<file path="src/rtl/rosc_pkg.sv">
// constants and types shared by the remote output slave block
package rosc_pkg;

    // ****************************************
    // clock and timing
    // ****************************************
    localparam int CLK_PERIOD_NS = 50;
    localparam int TICK_NS = 100000;
    localparam int TICK_CYCLES = TICK_NS / CLK_PERIOD_NS;
    // watchdog: four of the slowest cycle times of each mode
    localparam int HS_TIMEOUT_US = 3200;
    localparam int LD_TIMEOUT_US = 24000;
    localparam logic [7:0] HS_TIMEOUT_TICKS = 8'(HS_TIMEOUT_US*1000/TICK_NS);
    localparam logic [7:0] LD_TIMEOUT_TICKS = 8'(LD_TIMEOUT_US*1000/TICK_NS);

    // ****************************************
    // link rates in bits per second
    // ****************************************
    localparam logic [31:0] HS_BAUD_BPS = 32'd750000;
    localparam logic [31:0] LD_BAUD_BPS = 32'd93750;

    // ****************************************
    // widths
    // ****************************************
    localparam int OUT_W = 16;
    localparam int NODE_W = 4;
    localparam int ADDR_W = 8;

    // ****************************************
    // register map (byte addresses)
    // ****************************************
    localparam logic [ADDR_W-1:0] REG_STATUS = 8'h00;
    localparam logic [ADDR_W-1:0] REG_MASK = 8'h04;
    localparam logic [ADDR_W-1:0] REG_CONFIG = 8'h08;
    localparam logic [ADDR_W-1:0] REG_STATE = 8'h0C;
    localparam logic [ADDR_W-1:0] REG_BAUD = 8'h10;

    // status and mask bits
    localparam int EV_W = 3;
    localparam int EV_LINK_UP = 0;
    localparam int EV_LINK_OK_LAMP_ERR = 1;
    localparam int EV_MODE_MISMATCH = 2;
    localparam logic [EV_W-1:0] MASK_RESET = 3'h0;

    // config field positions
    localparam int CFG_NODE_LSB = 0;
    localparam int CFG_HOLD_BIT = 4;
    localparam int CFG_LONG_BIT = 5;
    localparam int CFG_GEN2_BIT = 6;
    localparam int CFG_LONG_SW_BIT = 7;

    // state field positions
    localparam int ST_STATE_LSB = 0;
    localparam int ST_OUT_LSB = 16;

    localparam logic [1:0] RESP_OKAY = 2'h0;
    localparam logic [1:0] RESP_SLVERR = 2'h2;

    typedef enum logic [1:0] {
        ROSC_STANDBY,
        ROSC_RUN,
        ROSC_FAULT
    } rosc_state_t;

endpackage

</file>
<file path="src/rtl/rosc_tick_gen.sv">
// divider that yields a one-cycle timebase enable
`timescale 1ns/10ps
`default_nettype none

module rosc_tick_gen #(
    parameter int TICK_CYCLES = rosc_pkg::TICK_CYCLES
) (
    input wire logic ref_clk,
    input wire logic reset,
    output logic tick
);

    localparam logic [15:0] TICK_LAST = 16'(TICK_CYCLES - 1);

    logic [15:0] cnt_q;
    logic [15:0] cnt_d;
    logic tick_d;
    logic tick_q;

    always_comb begin
        tick_d = (cnt_q == TICK_LAST);
        cnt_d = tick_d ? 16'h0000 : cnt_q + 16'h0001;
    end

    always_ff @(posedge ref_clk) begin
        if (reset) begin
            cnt_q <= 16'h0000;
            tick_q <= 1'b0;
        end else begin
            cnt_q <= cnt_d;
            tick_q <= tick_d;
        end
    end

    assign tick = tick_q;

endmodule
`default_nettype wire

</file>
<file path="src/rtl/rosc_top.sv">
// remote output slave: switch capture, link supervision, outputs, registers
`timescale 1ns/10ps
`default_nettype none

// Contract
// - On a link error outputs go OFF if hold is off, else keep their state.
// - Mode switch off runs high speed at 750 kbps, on runs 93.75 kbps.
// - The first-generation variant always runs high speed, switch ignored.
// - Slave and master must share one link mode, else no normal traffic.
// - Node number is the unsigned sum of switch weights 8, 4, 2, 1 (0-15).
// - Switches are taken at power-up; later changes wait for the next one.
// - Link-ok lamp only in normal traffic, error lamp on error, none idle.
// - In standby every output and its indicator stays OFF.
module rosc_top #(
    parameter int TICK_CYCLES = rosc_pkg::TICK_CYCLES
) (
    input wire logic ref_clk,
    input wire logic reset,
    // switches and variant strap
    input wire logic hold_sw,
    input wire logic long_sw,
    input wire logic [rosc_pkg::NODE_W-1:0] node_sw,
    input wire logic gen2_strap,
    // frames decoded from the bus
    input wire logic frm_valid,
    input wire logic [rosc_pkg::NODE_W-1:0] frm_node,
    input wire logic frm_long,
    input wire logic [rosc_pkg::OUT_W-1:0] frm_data,
    input wire logic frm_bad,
    // drive, lamps and interrupt
    output logic [rosc_pkg::OUT_W-1:0] out_drive,
    output logic [rosc_pkg::OUT_W-1:0] out_lamp,
    output logic link_ok_lamp,
    output logic err_lamp,
    output logic irq,
    // axi4-lite slave
    input wire logic [rosc_pkg::ADDR_W-1:0] s_axi_awaddr,
    input wire logic s_axi_awvalid,
    output logic s_axi_awready,
    input wire logic [31:0] s_axi_wdata,
    input wire logic [3:0] s_axi_wstrb,
    input wire logic s_axi_wvalid,
    output logic s_axi_wready,
    output logic [1:0] s_axi_bresp,
    output logic s_axi_bvalid,
    input wire logic s_axi_bready,
    input wire logic [rosc_pkg::ADDR_W-1:0] s_axi_araddr,
    input wire logic s_axi_arvalid,
    output logic s_axi_arready,
    output logic [31:0] s_axi_rdata,
    output logic [1:0] s_axi_rresp,
    output logic s_axi_rvalid,
    input wire logic s_axi_rready
);

    // ****************************************
    // power-up capture of switches
    // ****************************************
    logic cap_done_q, cap_done_d;
    logic [rosc_pkg::NODE_W-1:0] node_q, node_d;
    logic hold_q, hold_d;
    logic long_q, long_d;
    logic long_sw_q, long_sw_d;
    logic gen2_q, gen2_d;
    always_comb begin
        cap_done_d = 1'b1;
        node_d = node_q;
        hold_d = hold_q;
        long_d = long_q;
        long_sw_d = long_sw_q;
        gen2_d = gen2_q;
        // taken once after release; later switch moves are not seen
        if (!cap_done_q) begin
            node_d = node_sw;
            hold_d = hold_sw;
            long_sw_d = long_sw;
            gen2_d = gen2_strap;
            long_d = gen2_strap & long_sw;
        end
    end
    always_ff @(posedge ref_clk) begin
        if (reset) begin
            cap_done_q <= 1'b0;
            node_q <= 4'h0;
            hold_q <= 1'b0;
            long_q <= 1'b0;
            long_sw_q <= 1'b0;
            gen2_q <= 1'b0;
        end else begin
            cap_done_q <= cap_done_d;
            node_q <= node_d;
            hold_q <= hold_d;
            long_q <= long_d;
            long_sw_q <= long_sw_d;
            gen2_q <= gen2_d;
        end
    end

    // ****************************************
    // link supervision
    // ****************************************
    logic tick;
    rosc_tick_gen #(.TICK_CYCLES(TICK_CYCLES)) u_tick (
        .ref_clk(ref_clk),
        .reset(reset),
        .tick(tick)
    );
    rosc_pkg::rosc_state_t st_q, st_d;
    logic [rosc_pkg::OUT_W-1:0] out_q, out_d;
    logic [7:0] wd_q, wd_d;
    logic ok_q, ok_d;
    logic err_q, err_d;
    logic [rosc_pkg::EV_W-1:0] ev;
    logic for_me, good, wd_limit_hit;
    logic [7:0] wd_limit;
    always_comb begin
        for_me = cap_done_q && frm_valid && (frm_node == node_q);
        // a frame sent in the other mode is not normal traffic
        good = for_me && (frm_long == long_q);
        wd_limit = long_q ? rosc_pkg::LD_TIMEOUT_TICKS
                          : rosc_pkg::HS_TIMEOUT_TICKS;
        wd_limit_hit = (wd_q >= wd_limit);
        st_d = st_q;
        out_d = out_q;
        wd_d = wd_q;
        ev = '0;
        ev[rosc_pkg::EV_MODE_MISMATCH] = for_me && !good;
        case (st_q)
            rosc_pkg::ROSC_STANDBY: begin
                out_d = '0;
                wd_d = 8'h00;
                if (good) begin
                    st_d = rosc_pkg::ROSC_RUN;
                    out_d = frm_data;
                    ev[rosc_pkg::EV_LINK_UP] = 1'b1;
                end
            end
            rosc_pkg::ROSC_RUN: begin
                if (good) begin
                    out_d = frm_data;
                    wd_d = 8'h00;
                end else if (frm_bad || wd_limit_hit) begin
                    st_d = rosc_pkg::ROSC_FAULT;
                    out_d = hold_q ? out_q : '0;
                    wd_d = 8'h00;
                    ev[rosc_pkg::EV_LINK_OK_LAMP_ERR] = 1'b1;
                end else if (tick) begin
                    wd_d = wd_q + 8'h01;
                end
            end
            rosc_pkg::ROSC_FAULT: begin
                if (good) begin
                    st_d = rosc_pkg::ROSC_RUN;
                    out_d = frm_data;
                    ev[rosc_pkg::EV_LINK_UP] = 1'b1;
                end
            end
            default: begin
                st_d = rosc_pkg::ROSC_STANDBY;
                out_d = '0;
            end
        endcase
        ok_d = (st_d == rosc_pkg::ROSC_RUN);
        err_d = (st_d == rosc_pkg::ROSC_FAULT);
    end
    always_ff @(posedge ref_clk) begin
        if (reset) begin
            st_q <= rosc_pkg::ROSC_STANDBY;
            out_q <= '0;
            wd_q <= 8'h00;
            ok_q <= 1'b0;
            err_q <= 1'b0;
        end else begin
            st_q <= st_d;
            out_q <= out_d;
            wd_q <= wd_d;
            ok_q <= ok_d;
            err_q <= err_d;
        end
    end
    assign out_drive = out_q;
    // lamps mirror the drive register, so standby shows all dark
    assign out_lamp = out_q;
    assign link_ok_lamp = ok_q;
    assign err_lamp = err_q;
    // ****************************************
    // register slave
    // ****************************************
    logic aw_have_q, aw_have_d, w_have_q, w_have_d;
    logic [rosc_pkg::ADDR_W-1:0] awaddr_q, awaddr_d;
    logic [31:0] wdata_q, wdata_d;
    logic [3:0] wstrb_q, wstrb_d;
    logic bvalid_q, bvalid_d;
    logic [1:0] bresp_q, bresp_d;
    logic rvalid_q, rvalid_d;
    logic [1:0] rresp_q, rresp_d;
    logic [31:0] rdata_q, rdata_d;
    logic [rosc_pkg::EV_W-1:0] stat_q, stat_d, mask_q, mask_d;
    logic irq_q, irq_d;
    logic awready_q, wready_q, arready_q, awready_d, wready_d, arready_d;
    logic do_wr, do_rd;
    logic [rosc_pkg::EV_W-1:0] stat_clr;
    always_comb begin
        aw_have_d = aw_have_q;
        w_have_d = w_have_q;
        awaddr_d = awaddr_q;
        wdata_d = wdata_q;
        wstrb_d = wstrb_q;
        bvalid_d = bvalid_q;
        bresp_d = bresp_q;
        rvalid_d = rvalid_q;
        rresp_d = rresp_q;
        rdata_d = rdata_q;
        mask_d = mask_q;
        stat_clr = '0;
        if (s_axi_awvalid && awready_q) begin
            aw_have_d = 1'b1;
            awaddr_d = s_axi_awaddr;
        end
        if (s_axi_wvalid && wready_q) begin
            w_have_d = 1'b1;
            wdata_d = s_axi_wdata;
            wstrb_d = s_axi_wstrb;
        end
        do_wr = aw_have_q && w_have_q && !bvalid_q;
        if (do_wr) begin
            aw_have_d = 1'b0;
            w_have_d = 1'b0;
            bvalid_d = 1'b1;
            bresp_d = rosc_pkg::RESP_OKAY;
            case (awaddr_q)
                rosc_pkg::REG_MASK: begin
                    if (wstrb_q[0]) begin
                        mask_d = wdata_q[rosc_pkg::EV_W-1:0];
                    end
                end
                rosc_pkg::REG_STATUS, rosc_pkg::REG_CONFIG,
                rosc_pkg::REG_STATE, rosc_pkg::REG_BAUD: begin
                end
                default: begin
                    bresp_d = rosc_pkg::RESP_SLVERR;
                end
            endcase
        end else if (bvalid_q && s_axi_bready) begin
            bvalid_d = 1'b0;
        end
        do_rd = s_axi_arvalid && arready_q;
        if (do_rd) begin
            rvalid_d = 1'b1;
            rresp_d = rosc_pkg::RESP_OKAY;
            rdata_d = 32'h0000_0000;
            case (s_axi_araddr)
                rosc_pkg::REG_STATUS: begin
                    rdata_d[rosc_pkg::EV_W-1:0] = stat_q;
                    stat_clr = stat_q;
                end
                rosc_pkg::REG_MASK: begin
                    rdata_d[rosc_pkg::EV_W-1:0] = mask_q;
                end
                rosc_pkg::REG_CONFIG: begin
                    rdata_d[rosc_pkg::CFG_NODE_LSB +: rosc_pkg::NODE_W] =
                        node_q;
                    rdata_d[rosc_pkg::CFG_HOLD_BIT] = hold_q;
                    rdata_d[rosc_pkg::CFG_LONG_BIT] = long_q;
                    rdata_d[rosc_pkg::CFG_GEN2_BIT] = gen2_q;
                    rdata_d[rosc_pkg::CFG_LONG_SW_BIT] = long_sw_q;
                end
                rosc_pkg::REG_STATE: begin
                    rdata_d[rosc_pkg::ST_STATE_LSB +: 2] = st_q;
                    rdata_d[rosc_pkg::ST_OUT_LSB +: rosc_pkg::OUT_W] = out_q;
                end
                rosc_pkg::REG_BAUD: begin
                    rdata_d = long_q ? rosc_pkg::LD_BAUD_BPS
                                     : rosc_pkg::HS_BAUD_BPS;
                end
                default: begin
                    rresp_d = rosc_pkg::RESP_SLVERR;
                end
            endcase
        end else if (rvalid_q && s_axi_rready) begin
            rvalid_d = 1'b0;
        end
        // a new event wins over the clear by read
        stat_d = (stat_q & ~stat_clr) | ev;
        irq_d = |(stat_d & mask_d);
        // one write and one read in flight; ready drops once held
        awready_d = !aw_have_d && !(s_axi_awvalid && awready_q);
        wready_d = !w_have_d && !(s_axi_wvalid && wready_q);
        arready_d = !rvalid_d && !do_rd;
    end
    always_ff @(posedge ref_clk) begin
        if (reset) begin
            aw_have_q <= 1'b0;
            w_have_q <= 1'b0;
            awaddr_q <= '0;
            wdata_q <= 32'h0000_0000;
            wstrb_q <= 4'h0;
            bvalid_q <= 1'b0;
            bresp_q <= rosc_pkg::RESP_OKAY;
            rvalid_q <= 1'b0;
            rresp_q <= rosc_pkg::RESP_OKAY;
            rdata_q <= 32'h0000_0000;
            stat_q <= '0;
            mask_q <= rosc_pkg::MASK_RESET;
            irq_q <= 1'b0;
            awready_q <= 1'b0;
            wready_q <= 1'b0;
            arready_q <= 1'b0;
        end else begin
            aw_have_q <= aw_have_d;
            w_have_q <= w_have_d;
            awaddr_q <= awaddr_d;
            wdata_q <= wdata_d;
            wstrb_q <= wstrb_d;
            bvalid_q <= bvalid_d;
            bresp_q <= bresp_d;
            rvalid_q <= rvalid_d;
            rresp_q <= rresp_d;
            rdata_q <= rdata_d;
            stat_q <= stat_d;
            mask_q <= mask_d;
            irq_q <= irq_d;
            awready_q <= awready_d;
            wready_q <= wready_d;
            arready_q <= arready_d;
        end
    end
    assign s_axi_awready = awready_q;
    assign s_axi_wready = wready_q;
    assign s_axi_bvalid = bvalid_q;
    assign s_axi_bresp = bresp_q;
    assign s_axi_arready = arready_q;
    assign s_axi_rvalid = rvalid_q;
    assign s_axi_rresp = rresp_q;
    assign s_axi_rdata = rdata_q;
    assign irq = irq_q;
endmodule
`default_nettype wire

</file>
<file path="config.mk">
export PLATFORM = sky130hd
export DESIGN_NAME = rosc_top
export DESIGN_NICKNAME = d
export VERILOG_FILES = /design/src/rtl/rosc_pkg.sv /design/src/rtl/rosc_tick_gen.sv /design/src/rtl/rosc_top.sv
export SDC_FILE = /design/constraint.sdc
export NUM_CORES = 1
export LEC_CHECK = 0
export CORE_UTILIZATION = 60
export CTS_CLUSTER_DIAMETER = 100
export DETAILED_ROUTE_END_ITERATION = 10
export DONT_BUFFER_PORTS = 1
export GPL_TIMING_DRIVEN = 0
export PLACE_DENSITY_LB_ADDON = 0.3
export SKIP_LAST_GASP = 1
export SLEW_MARGIN = 0
export SYNTH_ARGS = -nofsm -noshare
export SYNTH_HDL_FRONTEND = slang
export SYNTH_SLANG_ARGS = --single-unit
</file>
<file path="constraint.sdc">
create_clock -name ref_clk -period 4.8 [get_ports ref_clk]
set_input_delay 0.72 -clock ref_clk [delete_from_list [all_inputs] [get_ports ref_clk]]
set_output_delay 0.72 -clock ref_clk [all_outputs]
set_load 0.05 [all_outputs]
</file>
== After elaboration in Yosys (flattened, before gate mapping) ==
Index checks and enable logic that the tools add are counted.
Word-level totals
  word-level logic and storage cells: 133
  register bits: 116
  input bits: 89
Operators by class
  magnitude comparators: 1
  bitwise gates (word level): 5
  $add $sub $neg: 2
  reductions and logical operators: 35
  equality and inequality tests: 19
  mux-type cells: 42
Operator list (count)
  two-way mux 16 bit: 5
  one-hot mux 16 bit (3 select lines): 1
  two-way mux 8 bit: 5
  equality test 8 x 4 -> 1 bit (second input constant): 4
  one-hot mux 16 bit (2 select lines): 1
  two-way mux 20 bit: 1
  adder 16 x 1 -> 16 bit (second input constant): 1
  equality test 16 x 11 -> 1 bit (second input constant): 1
  equality test 8 x 3 -> 1 bit (second input constant): 2
  equality test 8 x 5 -> 1 bit (second input constant): 2
  logical NOT 8 bit: 2
  one-hot mux 8 bit (2 select lines): 1
  two-way mux 3 bit: 5
  logical AND 1 bit: 14
  two-way mux 1 bit: 14
  two-way mux 2 bit: 5
  one-hot mux 2 bit (5 select lines): 1
  one-hot mux 5 bit (2 select lines): 1
  OR reduction 5 bit: 2
  adder 8 x 1 -> 8 bit (second input constant): 1
  greater-or-equal comparator 8 bit: 1
  logical NOT 1 bit: 8
  bitwise AND 3 bit: 2
  != test 3 bit (second input constant): 2
  other kinds (18): 22

== Depth between registers and ports, before layout ==
Gate-level depths: netlist of the first run.
  word-level depth: 9
  depth in mapped cells: 9

== By module ==
A second synthesis of the first run with hierarchy kept.
Unflattened totals
  cells, all modules: 497
  area total of the unflattened synthesis: 4642.0 um^2
Modules (own cells, without submodules)
  rosc_top: cells each 416, area an instance 3877.5 um^2, instances 1, seq. area each 1841.8 um^2
  rosc_tick_gen: cells each 81, area an instance 764.5 um^2, instances 1, seq. area each 340.3 um^2

== Worst setup path before layout of the first run ==
OpenSTA, ideal clock, no wires.
  path kind: input -> register
  from: input s_axi_araddr[0] (netlist name)
  to: register rdata_q[21] (netlist: s_axi_rdata[21])
  cell stages on the path: 8
  arrival: 2108 ps
  path slack: 2626 ps
  required time: 4734 ps
  setup time: 66 ps
  cells stage by stage: or2_1 -> or4_4 -> nor3_2 -> and3_1 -> buf_2 -> buf_6 -> a22oi_1 -> nor2_1
On the way
  word-level cells in the longest chain between the ends: 2
Ends and longest elaborated chain
  start, declared: RTL line rosc_top.sv:47  | input wire logic [rosc_pkg::ADDR_W-1:0] s_axi_araddr,
  equality test 8 x 5 -> 1 bit / equality test 8 x 4 -> 1 bit (equally long branches): RTL line rosc_top.sv:252  | case (s_axi_araddr)
  one-hot mux 16 bit (2 select lines) *: RTL line rosc_top.sv:252
  end signal, assigned: RTL line rosc_top.sv:319  | rdata_q <= rdata_d;
  end, declared: RTL line rosc_top.sv:197  | logic [31:0] rdata_q, rdata_d;
Every way passes the cells marked *; elsewhere a longest branch is shown, timed or not.
A chain may end at the register's enable or synchronous reset.

== Final worst setup path of the first run ==
  from: register long_q
  to: register out_q, in the netlist out_drive[13]
On the way
  word-level cells in the longest chain between the ends: 5
Ends and longest elaborated chain
  start, declared: RTL line rosc_top.sv:62  | logic long_q, long_d;
  start signal, assigned: RTL line rosc_top.sv:93  | long_q <= long_d;
  two-way mux 8 bit: RTL line rosc_top.sv:120  | wd_limit = long_q ? rosc_pkg::LD_TIMEOUT_TICKS
  greater-or-equal comparator 8 bit: RTL line rosc_top.sv:122  | wd_limit_hit = (wd_q >= wd_limit);
  logical OR 1 bit: RTL line rosc_top.sv:142  | end else if (frm_bad || wd_limit_hit) begin
  != test 3 bit (no line)
  AND reduction 3 bit (no line)
  end signal, assigned: RTL line rosc_top.sv:175  | out_q <= out_d;
  end, declared: RTL line rosc_top.sv:109  | logic [rosc_pkg::OUT_W-1:0] out_q, out_d;
Parallel ways exist; a longest one is shown, timed or not.

==> flow_metrics.env, run 1 <==
export IMPL_status="complete, no violations"
export IMPL_antenna_cells=0
export IMPL_netlist_area_um2=4541
export IMPL_p_leak_uw=0.001839
export IMPL_maxCapViolCount=0
export IMPL_seqCellArea_um2=2182
export IMPL_synth_main_ff_cell="dfxtp_1"
export IMPL_route_antenna_remaining_nets=0
export IMPL_synth_area_leaders="dfxtp_1 (48%), nor2_1 (5.6%), nand2_1 (3.9%)"
export IMPL_cp_start_kind="flop"
export IMPL_grt_antenna_before_repair=0
export IMPL_final_util_pct=66.70
export IMPL_total_power_uw=1575
export IMPL_place_hpwl_um=7424
export IMPL_arrival_ns=2.99
export IMPL_synth_xor_area_share_pct=3.279
export IMPL_cts_sinks=109
export IMPL_die_h_um=88.99
export IMPL_rsz0062_at_grt="false"
export IMPL_finalSetupViolCount=0
export IMPL_pin_count=165
export IMPL_synth_enable_flop_cells=0
export IMPL_p_per_area_nw_per_um2=323.9
export IMPL_synth_cell_types=60
export IMPL_num_nets_final=597
export IMPL_cts_resized=0
export IMPL_clock_fmax_mhz=374.0
export IMPL_ys_async_sr_fraction_pct=0
export IMPL_tns_ns=0
export IMPL_hold_buffers=0
export IMPL_yosysSeqAreaShare_pct=48.06
export IMPL_reg2reg_setup_slack_ns=2.13
export IMPL_crit_fanout=10
export IMPL_cts_root_buf="clkbuf_8"
export IMPL_cts_tree="done"
export IMPL_netlist_top_cell_by_area="dfxtp_1"
export IMPL_dieArea_um2=7919
export IMPL_cp_end_kind="flop"
export IMPL_core_rowCount=31
export IMPL_worst_pin_slew_ns=0.7514
export IMPL_syn_avg_cell_area_um2=9.285
export IMPL_hold_class="in2reg"
export IMPL_grt_pass1_vias=3206
export IMPL_dp_slack_ns=2.144
export IMPL_fin_worst_skew_ns=0.008432
export IMPL_drc=0
export IMPL_grt_ovfl_total=0
export IMPL_hold_viol=0
export IMPL_synth_seq_cells=109
export IMPL_routedWlPerCell_um=16.40
export IMPL_ctsLongestPathBuffers=2
export IMPL_muxShareOfSynthArea_pct=3.196
export IMPL_setup_ws_ns=2.126
export IMPL_nFillCells=637
export IMPL_portBuffers=0
export IMPL_vdd_drop_max_uv=198.2
export IMPL_initial_utilization_pct=62.27
export IMPL_yosys_area_share_simple_pct=19.95
export IMPL_synth_top_family_by_area="simple AND/OR/NAND/NOR gates"
export IMPL_area_growth_pct=7.109
export IMPL_drt_first_pass_iters=4
export IMPL_die_w_um=88.99
export IMPL_syn_inst=489
export IMPL_slew_headroom_pct=49.45
export IMPL_via_per_inst=5.805
export IMPL_clkTransAtPathRegs_ns=0.11
export IMPL_grt_pass1_wl_um=14820
export IMPL_slew_violations=0
export IMPL_multi_input_area_um2=2047
export IMPL_fp_coreArea_um2=7292
export IMPL_postCtsSetupBuffers=0
export IMPL_cts_max_level=3
export IMPL_synth_most_common_cell="dfxtp_1"
export IMPL_clock_latency_ns=0.37
export IMPL_drive_above_1_share_pct=11.83
export IMPL_grt_max_degree=21
export IMPL_timing_worst_setup_path_type="reg2reg"
export IMPL_finalCritPeriodShare_pct=55.71
export IMPL_cts_buffers=9
export IMPL_synth_top_area_share_pct=48.06
export IMPL_gp_congestion=0.8212
export IMPL_routed_wl_um=9936
export IMPL_num_vias=3518
export IMPL_grtUsageTotal_pct=24.90
export IMPL_synth_top_cells_by_count="dfxtp_1 (109), nor2_1 (68), nand2_1 (47), a21oi_1 (30), buf_4 (23)"
export IMPL_yosys_warnings=0
export IMPL_period_needed_ns=2.674
export IMPL_drtIter0Drc=153
export IMPL_synth_compound_area_share_pct=16.75
export IMPL_synthAdderAreaFrac_pct=1.653
export IMPL_required_ns=5.12
cells by family (layout without fill, tap and decap cells):
| family | after synthesis | after routing |
|---|---|---|
| flops | 109 | 109 |
| compound gates | 104 | 104 |
| other cells | 1 | 3 |
| simple gates | 183 | 183 |
| mux | 12 | 12 |
| fa+ha+maj | 6 | 6 |
| xor+xnor | 17 | 17 |
| buf+inv | 57 | 73 |
placed cells by master (no fill, tap or decap), types with 4 or more instances in the layout:
cell type  count
a21oi_1       30
a221oi_1       6
a22o_1        16
a22oi_1       20
and2_1         4
and3_1         8
buf_1          4
buf_4         23
clkbuf_1      14
clkbuf_8       9
dfxtp_1      109
ha_1           6
inv_1         11
mux2i_1       10
nand2_1       47
nand2b_1       5
nand3_1       13
nand4_1        4
nor2_1        68
nor3_1         8
o21ai_0        7
or3_1          4
xnor2_1        6
xor2_1        11
worst max-delay path, stage by stage, from the launching register on:
cell and delay (ns):
dfxtp_1 0.56, inv_1 0.12, ha_1 0.30, nand2_1 0.06
nand2_1 0.10, a311oi_4 0.48, o21ai_1 0.12, a21oi_2 0.39
buf_2 0.31, a22o_1 0.17
power breakdown:
group	internal [µW]	switching, µW	total (µW)
Clock	202	335	536
Sequential	921	31.4	953
Combinational	30.4	55.8	86.2
stage by stage:
stage | area, µm² | instances | hold slack, ns
finish | 4863 | 606 | 0.4548
global route | 4863 | 606 | 0.4540
CTS | 4863 | 606 | 0.4455
detailed placement | 4672 | 590 | 0.4492
global placement | 4672 | 590 | 0.4444
floorplan | 4548 | 491 | 0.4300
sequential cells by signal (all words and copies together) (netlist names), 2 cells and up:
signal,cells
s_axi_rdata,27
out_drive,16
u_tick.cnt_q,16
awaddr_q,8
wd_q,8
node_q,4
mask_q,3
stat_q,3
wdata_q,3
st_q,2
final timing paths:
kind | to | cells past startpoint | from
max | out_drive[13]$_SDFFE_PP0P_ | 9 | long_q$_SDFFE_PP0N_
min | s_axi_wready$_SDFF_PP0_ | 1 | s_axi_wvalid
max reg2reg | out_drive[13]$_SDFFE_PP0P_ | 9 | long_q$_SDFFE_PP0N_
min reg2reg | awaddr_q[2]$_SDFFE_PP0P_ | 2 | awaddr_q[2]$_SDFFE_PP0P_
routing by layer:
layer | up-vias | global-route usage (%) | share of wire, % | routed length (µm)
met5 | - | 0 | 0 | 0
met4 | 0 | 10.97 | 1.7 | 166
met3 | 12 | 6.371 | 7.0 | 699
met1 | 1682 | 31.48 | 42 | 4203
li1 | 1722 | - | - | -
met2 | 102 | 40.49 | 49 | 4866
cell type report:
cell class | count | area share [%]
Buffer | 46 | 5.711
Multi-Input combinational cell | 325 | 42.09
Clock buffer | 9 | 2.547
Inverter | 11 | 0.8490
Clock inverter | 7 | 1.389
Sequential cell | 109 | 44.87
Tap cell | 99 | 2.547
Note: power is estimated with default switching activity, not from simulation.
==> run 2, diff against run 1 <==
==> constraint.sdc (replaced) <==
create_clock -name ref_clk -period 2.7 [get_ports ref_clk]
set_input_delay 0.405 -clock ref_clk [delete_from_list [all_inputs] [get_ports ref_clk]]
set_output_delay 0.405 -clock ref_clk [all_outputs]
set_load 0.05 [all_outputs]
==> run 2 against run 1 <==
Count of clock-buffer cells in the layout is the same. Cell area rose by 0.18%. Via count rose by 0.48%. Critical endpoint unchanged. Core utilization is 0.12 points higher. Critical path depth is the same. Cell count unchanged. First-iteration DRC count up 8.5%.
==> flow_metrics.env, run 2 (synthesis results as in run 1) <==
export IMPL_p_per_area_nw_per_um2=573.7
export IMPL_required_ns=3.01
export IMPL_portBuffers=0
export IMPL_area_growth_pct=7.302
export IMPL_final_util_pct=66.82
export IMPL_final_area_um2=4872
export IMPL_cts_buffers=9
export IMPL_worst_pin_slew_ns=0.7517
export IMPL_grt_antenna_before_repair=0
export IMPL_grt_pass1_wl_um=14820
export IMPL_fin_worst_skew_ns=0.008660
export IMPL_dieArea_um2=7919
export IMPL_layout_commonest_cell="dfxtp_1"
export IMPL_rsz0062_at_grt="false"
export IMPL_fp_coreArea_um2=7292
export IMPL_ctsLongestPathBuffers=2
export IMPL_postCtsSetupBuffers=0
export IMPL_p_leak_uw=0.001840
export IMPL_maxCapViolCount=0
export IMPL_die_w_um=88.99
export IMPL_crit_chain="inv_1, ha_1, nand2_1, nand2_1, a311oi_4, o21ai_1, a21oi_4, buf_2, a22o_1"
export IMPL_antenna_cells=0
export IMPL_slew_headroom_pct=49.42
export IMPL_slew_violations=0
export IMPL_routed_wl_um=9942
export IMPL_met1_length_um=4159
export IMPL_num_vias=3535
export IMPL_crit_buf_inv=2
export IMPL_num_nets_final=597
export IMPL_cp_slowest_stage_delay_ns=0.48
export IMPL_grtUsageTotal_pct=24.90
export IMPL_cp_end_kind="flop"
export IMPL_place_hpwl_um=7424
export IMPL_path_common_cell="nand2_1"
export IMPL_final_cell_count_no_fill=606
export IMPL_wl_met2_um=4895
export IMPL_routedWlPerCell_um=16.41
export IMPL_drc=0
export IMPL_drive_above_1_share_pct=12.03
export IMPL_cts_resized=0
export IMPL_period_needed_ns=2.470
export IMPL_timing_worst_setup_path_type="reg2reg"
export IMPL_hold_class="in2reg"
export IMPL_route_antenna_remaining_nets=0
export IMPL_via_per_inst=5.833
export IMPL_path_delay_family="compound AO/OA/AOI/OAI gates"
export IMPL_nFillCells=636
export IMPL_grt_pass1_vias=3206
export IMPL_clkTransAtPathRegs_ns=0.11
export IMPL_pin_count=165
export IMPL_tns_ns=0
export IMPL_grt_max_degree=21
export IMPL_dpl_instance_area_um2=4672
export IMPL_finalCritPeriodShare_pct=91.50
export IMPL_initial_utilization_pct=62.27
export IMPL_hold_buffers=0
export IMPL_cts_sinks=109
export IMPL_die_h_um=88.99
export IMPL_crit_fanout=10
export IMPL_cts_root_buf="clkbuf_8"
export IMPL_arrival_ns=2.78
export IMPL_status="complete, no violations"
export IMPL_largest_register_ffs=27
export IMPL_cpMaxStageDelayCell="a311oi_4"
export IMPL_dp_cells=590
export IMPL_clock_fmax_mhz=404.8
export IMPL_grt_ovfl_total=0
export IMPL_cts_max_level=3
export IMPL_top_layer="met4"
export IMPL_vdd_drop_max_uv=351.1
export IMPL_core_rowCount=31
export IMPL_cp_start_kind="flop"
export IMPL_cts_tree="done"
export IMPL_drt_first_pass_iters=4
export IMPL_met3_length_um=729
export IMPL_hold_viol=0
export IMPL_clock_latency_ns=0.37
export IMPL_final_cell_mix="dfxtp_1 (108), nor2_1 (68), nand2_1 (47)"
export IMPL_gp_congestion=0.8212
export IMPL_finalSetupViolCount=0
export IMPL_drtIter0Drc=166
run 2: changes by cell type in the layout (fill, tap and decap cells not counted):
| cell | before | now |
|---|---|---|
| a21oi_2 | 1 | 0 |
| a21oi_4 | 0 | 1 |
| dfxtp_1 | 109 | 108 |
| dfxtp_2 | 0 | 1 |
run 2: metal layers:
layer | track usage [%] | up-vias
met5 | 0 | -
met4 | 10.97 | 0
met3 | 6.371 | 11
met2 | 40.49 | 111
met1 | 31.48 | 1690
li1 | - | 1723
run 2: worst register-to-register path, cell delays in order, from the launching register on:
cell      delay (ns)
dfxtp_2         0.46
inv_1           0.10
ha_1            0.29
nand2_1         0.06
nand2_1         0.10
a311oi_4        0.48
o21ai_1         0.17
a21oi_4         0.30
buf_2           0.29
a22o_1          0.17
run 2: cell type report:
cell class	instances	area [µm²]	share of cell area, %
Buffer	46	277.8	5.701
Clock buffer	9	123.9	2.542
Clock inverter	7	67.56	1.387
Inverter	11	41.29	0.8475
Multi-Input combinational cell	325	2054	42.17
Sequential cell	109	2183	44.81
Tap cell	99	123.9	2.542
run 2: path summary, 6_finish.rpt:
check | startpoint | endpoint | slack, ns | cells past startpoint
min | s_axi_wvalid | s_axi_wready$_SDFF_PP0_ | 0.14 | 1
max reg2reg | long_q$_SDFFE_PP0N_ | out_drive[13]$_SDFFE_PP0P_ | 0.23 | 9
max | long_q$_SDFFE_PP0N_ | out_drive[13]$_SDFFE_PP0P_ | 0.23 | 9
min reg2reg | awaddr_q[1]$_SDFFE_PP0P_ | awaddr_q[1]$_SDFFE_PP0P_ | 0.47 | 2
run 2: stage by stage:
step / power [µW] / worst slack (ns) / hold slack [ns]
2_1_floorplan: 1847 / 0.6005 / 0.4300
3_3_place_gp: 1877 / 0.1167 / 0.4444
3_5_place_dp: 1883 / 0.04442 / 0.4492
4_1_cts: 2808 / 0.01452 / 0.1305
5_1_grt: 2894 / 0.08214 / 0.1390
6_report: 2795 / 0.2295 / 0.1423
run 2: power by group:
group	switching (µW)	internal, µW	total (µW)
Sequential	55.8	1640	1690
Combinational	99.6	54.1	154
Clock	589	359	948
==> run 3, diff against run 2 <==
--- a/config.mk
+++ b/config.mk
@@ -5,8 +5,9 @@
 export SDC_FILE = /design/constraint.sdc
 export NUM_CORES = 1
 export LEC_CHECK = 0
+export ABC_AREA = 1
+export ABC_CLOCK_PERIOD_IN_PS = 2700
 export CORE_UTILIZATION = 60
-export CTS_CLUSTER_DIAMETER = 100
 export DETAILED_ROUTE_END_ITERATION = 10
 export DONT_BUFFER_PORTS = 1
 export GPL_TIMING_DRIVEN = 0
==> run 3 against run 2 <==
Cell area rose by 11%. Synthesized cell count rose by 46%. Sequential power hardly changed. Cell count grew 38%. Combinational power grew 36%. Maximum frequency rose by 16%. Core utilization decreased by 0.85 points. Register-to-register slack better by 0.34 ns. Die area grew 12%. Count of clock-buffer cells in the layout unchanged.
==> flow_metrics.env, run 3 <==
export IMPL_area_growth_pct=6.752
export IMPL_hold_viol=0
export IMPL_final_cell_mix="nand2_1 (176), dfxtp_1 (109), nor2_1 (101)"
export IMPL_dieArea_um2=8834
export IMPL_internal_power_uw=2153
export IMPL_slew_headroom_pct=58.91
export IMPL_p_sw_share_pct=27.16
export IMPL_crit_chain="inv_1, ha_1, nand2_1, nand2_1, nor2_1, nand2_2, nor2_1, nand3b_1, nand3_1, nand2_1, nor2_1"
export IMPL_power_frac_comb_pct=7.1
export IMPL_grt_antenna_before_repair=0
export IMPL_routedWlPerCell_um=13.75
export IMPL_cts_sinks=109
export IMPL_hold_class="in2reg"
export IMPL_final_util_pct=65.97
export IMPL_pwr_share_clk_pct=34.7
export IMPL_netlist_top_cell_by_area="dfxtp_1"
export IMPL_slew_violations=0
export IMPL_drive_above_1_share_pct=11.46
export IMPL_postCtsSetupBuffers=0
export IMPL_dpl_instance_area_um2=5216
export IMPL_total_power_uw=2956
export IMPL_via_per_inst=5.375
export IMPL_die_h_um=93.99
export IMPL_place_hpwl_um=8656
export IMPL_clock_fmax_mhz=468.9
export IMPL_synth_seq_cells=109
export IMPL_arrival_ns=2.44
export IMPL_finalCritPeriodShare_pct=78.98
export IMPL_setup_ws_ns=0.5675
export IMPL_p_leak_uw=0.002394
export IMPL_num_vias=4504
export IMPL_yosysSeqAreaShare_pct=42.98
export IMPL_p_switching_uw=803.1
export IMPL_grt_max_degree=20
export IMPL_vdd_drop_max_uv=328.1
export IMPL_fin_worst_skew_ns=0.01663
export IMPL_grt_pass1_wl_um=18120
export IMPL_synth_cell_types=35
export IMPL_antenna_cells=0
export IMPL_crit_buf_inv=1
export IMPL_drt_first_pass_iters=5
export IMPL_p_per_area_nw_per_um2=545.4
export IMPL_seqPwrFrac_pct=58.2
export IMPL_rsz0062_at_grt="false"
export IMPL_grt_ovfl_total=0
export IMPL_path_delay_family="simple AND/OR/NAND/NOR gates"
export IMPL_largest_register_ffs=27
export IMPL_gp_congestion=0.9034
export IMPL_yosys_warnings=0
export IMPL_synth_main_ff_cell="dfxtp_1"
export IMPL_clkTransAtPathRegs_ns=0.10
export IMPL_period_needed_ns=2.133
export IMPL_syn_avg_cell_area_um2=7.101
export IMPL_portBuffers=0
export IMPL_fp_coreArea_um2=8217
export IMPL_cts_tree="done"
export IMPL_crit_fanout=7
export IMPL_pin_count=165
export IMPL_initial_utilization_pct=61.79
export IMPL_cp_end_kind="flop"
export IMPL_route_antenna_remaining_nets=0
export IMPL_cpMaxStageDelayCell="dfxtp_1"
export IMPL_netlist_area_um2=5077
export IMPL_cts_max_level=3
export IMPL_finalSetupViolCount=0
export IMPL_grtUsageTotal_pct=26.29
export IMPL_num_nets_final=823
export IMPL_required_ns=3.00
export IMPL_synth_area_leaders="dfxtp_1 (43%), nand2_1 (13%), nor2_1 (7.5%)"
export IMPL_layout_commonest_cell="nand2_1"
export IMPL_hold_buffers=0
export IMPL_core_rowCount=33
export IMPL_clock_latency_ns=0.38
export IMPL_synth_top_cells_by_count="nand2_1 (176), dfxtp_1 (109), nor2_1 (101), inv_1 (58), a21oi_1 (56)"
export IMPL_synth_top_area_share_pct=42.98
export IMPL_dp_slack_ns=0.6169
export IMPL_synth_most_common_cell="nand2_1"
export IMPL_ctsLongestPathBuffers=2
export IMPL_syn_inst=715
export IMPL_final_area_um2=5420
export IMPL_grt_pass1_vias=4009
export IMPL_drtIter0Drc=234
export IMPL_routed_wl_um=11520
export IMPL_cts_resized=0
export IMPL_synth_enable_flop_cells=0
export IMPL_drc=0
export IMPL_ys_async_sr_fraction_pct=0
export IMPL_nFillCells=706
export IMPL_cp_slowest_stage_delay_ns=0.46
export IMPL_die_w_um=93.99
export IMPL_status="complete, no violations"
export IMPL_worst_pin_slew_ns=0.6155
export IMPL_maxCapViolCount=0
export IMPL_cp_start_kind="flop"
export IMPL_tns_ns=0
export IMPL_cts_buffers=9
export IMPL_cts_root_buf="clkbuf_8"
export IMPL_timing_worst_setup_path_type="reg2reg"
run 3: cell types whose count changed after synthesis, sizes merged, moves of 6 or more:
cell	change
a22o	-16
o21ai	+25
nand2	+133
buf	+6
a22oi	-20
nor2	+48
xor2	-8
mux2i	-10
and3	-8
a21oi	+25
nand3	+47
inv	+50
a221oi	-6
run 3: metal layers:
layer	GRT usage (%)	wire [µm]	vias to the layer above
li1	-	-	2275
met1	30.85	4791	2056
met2	45.92	5762	150
met3	6.311	693	23
met4	10.26	272	0
met5	0	0	-
run 3: layout make-up:
class,instances,area [µm²],share of cell area (%)
Inverter,61,229.0,4.224
Clock inverter,7,80.08,1.477
Clock buffer,9,123.9,2.285
Buffer,49,335.3,6.187
Multi-Input combinational cell,498,2338,43.14
Sequential cell,109,2182,40.26
Tap cell,105,131.4,2.424
run 3: cells by family after synthesis:
group           Yosys count  synth area share [%]
buf+inv                 110                 11.11
fa+ha+maj                 6                 1.479
flops                   109                 42.98
compound gates           93                 9.290
xor+xnor                  7                 1.208
simple gates            389                 33.86
other cells               1               0.07386
run 3: through the flow:
step,hold slack (ns),cells
final,0.1651,838
after global routing,0.1573,838
after CTS,0.1624,838
after detailed placement,0.4398,822
after global placement,0.4278,822
after floorplan,0.4176,717
run 3: worst paths after layout:
kind	startpoint	end	slack, ns	cells past startpoint
max	long_q$_SDFFE_PP0N_	wd_q[3]$_SDFFE_PP0P_	0.57	11
min	gen2_strap	gen2_q$_SDFFE_PP0N_	0.17	2
max reg2reg	long_q$_SDFFE_PP0N_	wd_q[3]$_SDFFE_PP0P_	0.57	11
min reg2reg	awaddr_q[7]$_SDFFE_PP0P_	awaddr_q[7]$_SDFFE_PP0P_	0.45	2
run 3: power groups by stage:
| stage | Clock (µW) | Sequential [µW] | Combinational [µW] |
|---|---|---|---|
| 4_1_cts | 1030 | 1720 | 208 |
| 6_report | 1030 | 1720 | 209 |
| 5_1_grt | 1110 | 1730 | 236 |
| 3_3_place_gp | 0 | 1750 | 200 |
| 2_1_floorplan | 0 | 1750 | 168 |
| 3_5_place_dp | 0 | 1760 | 207 |
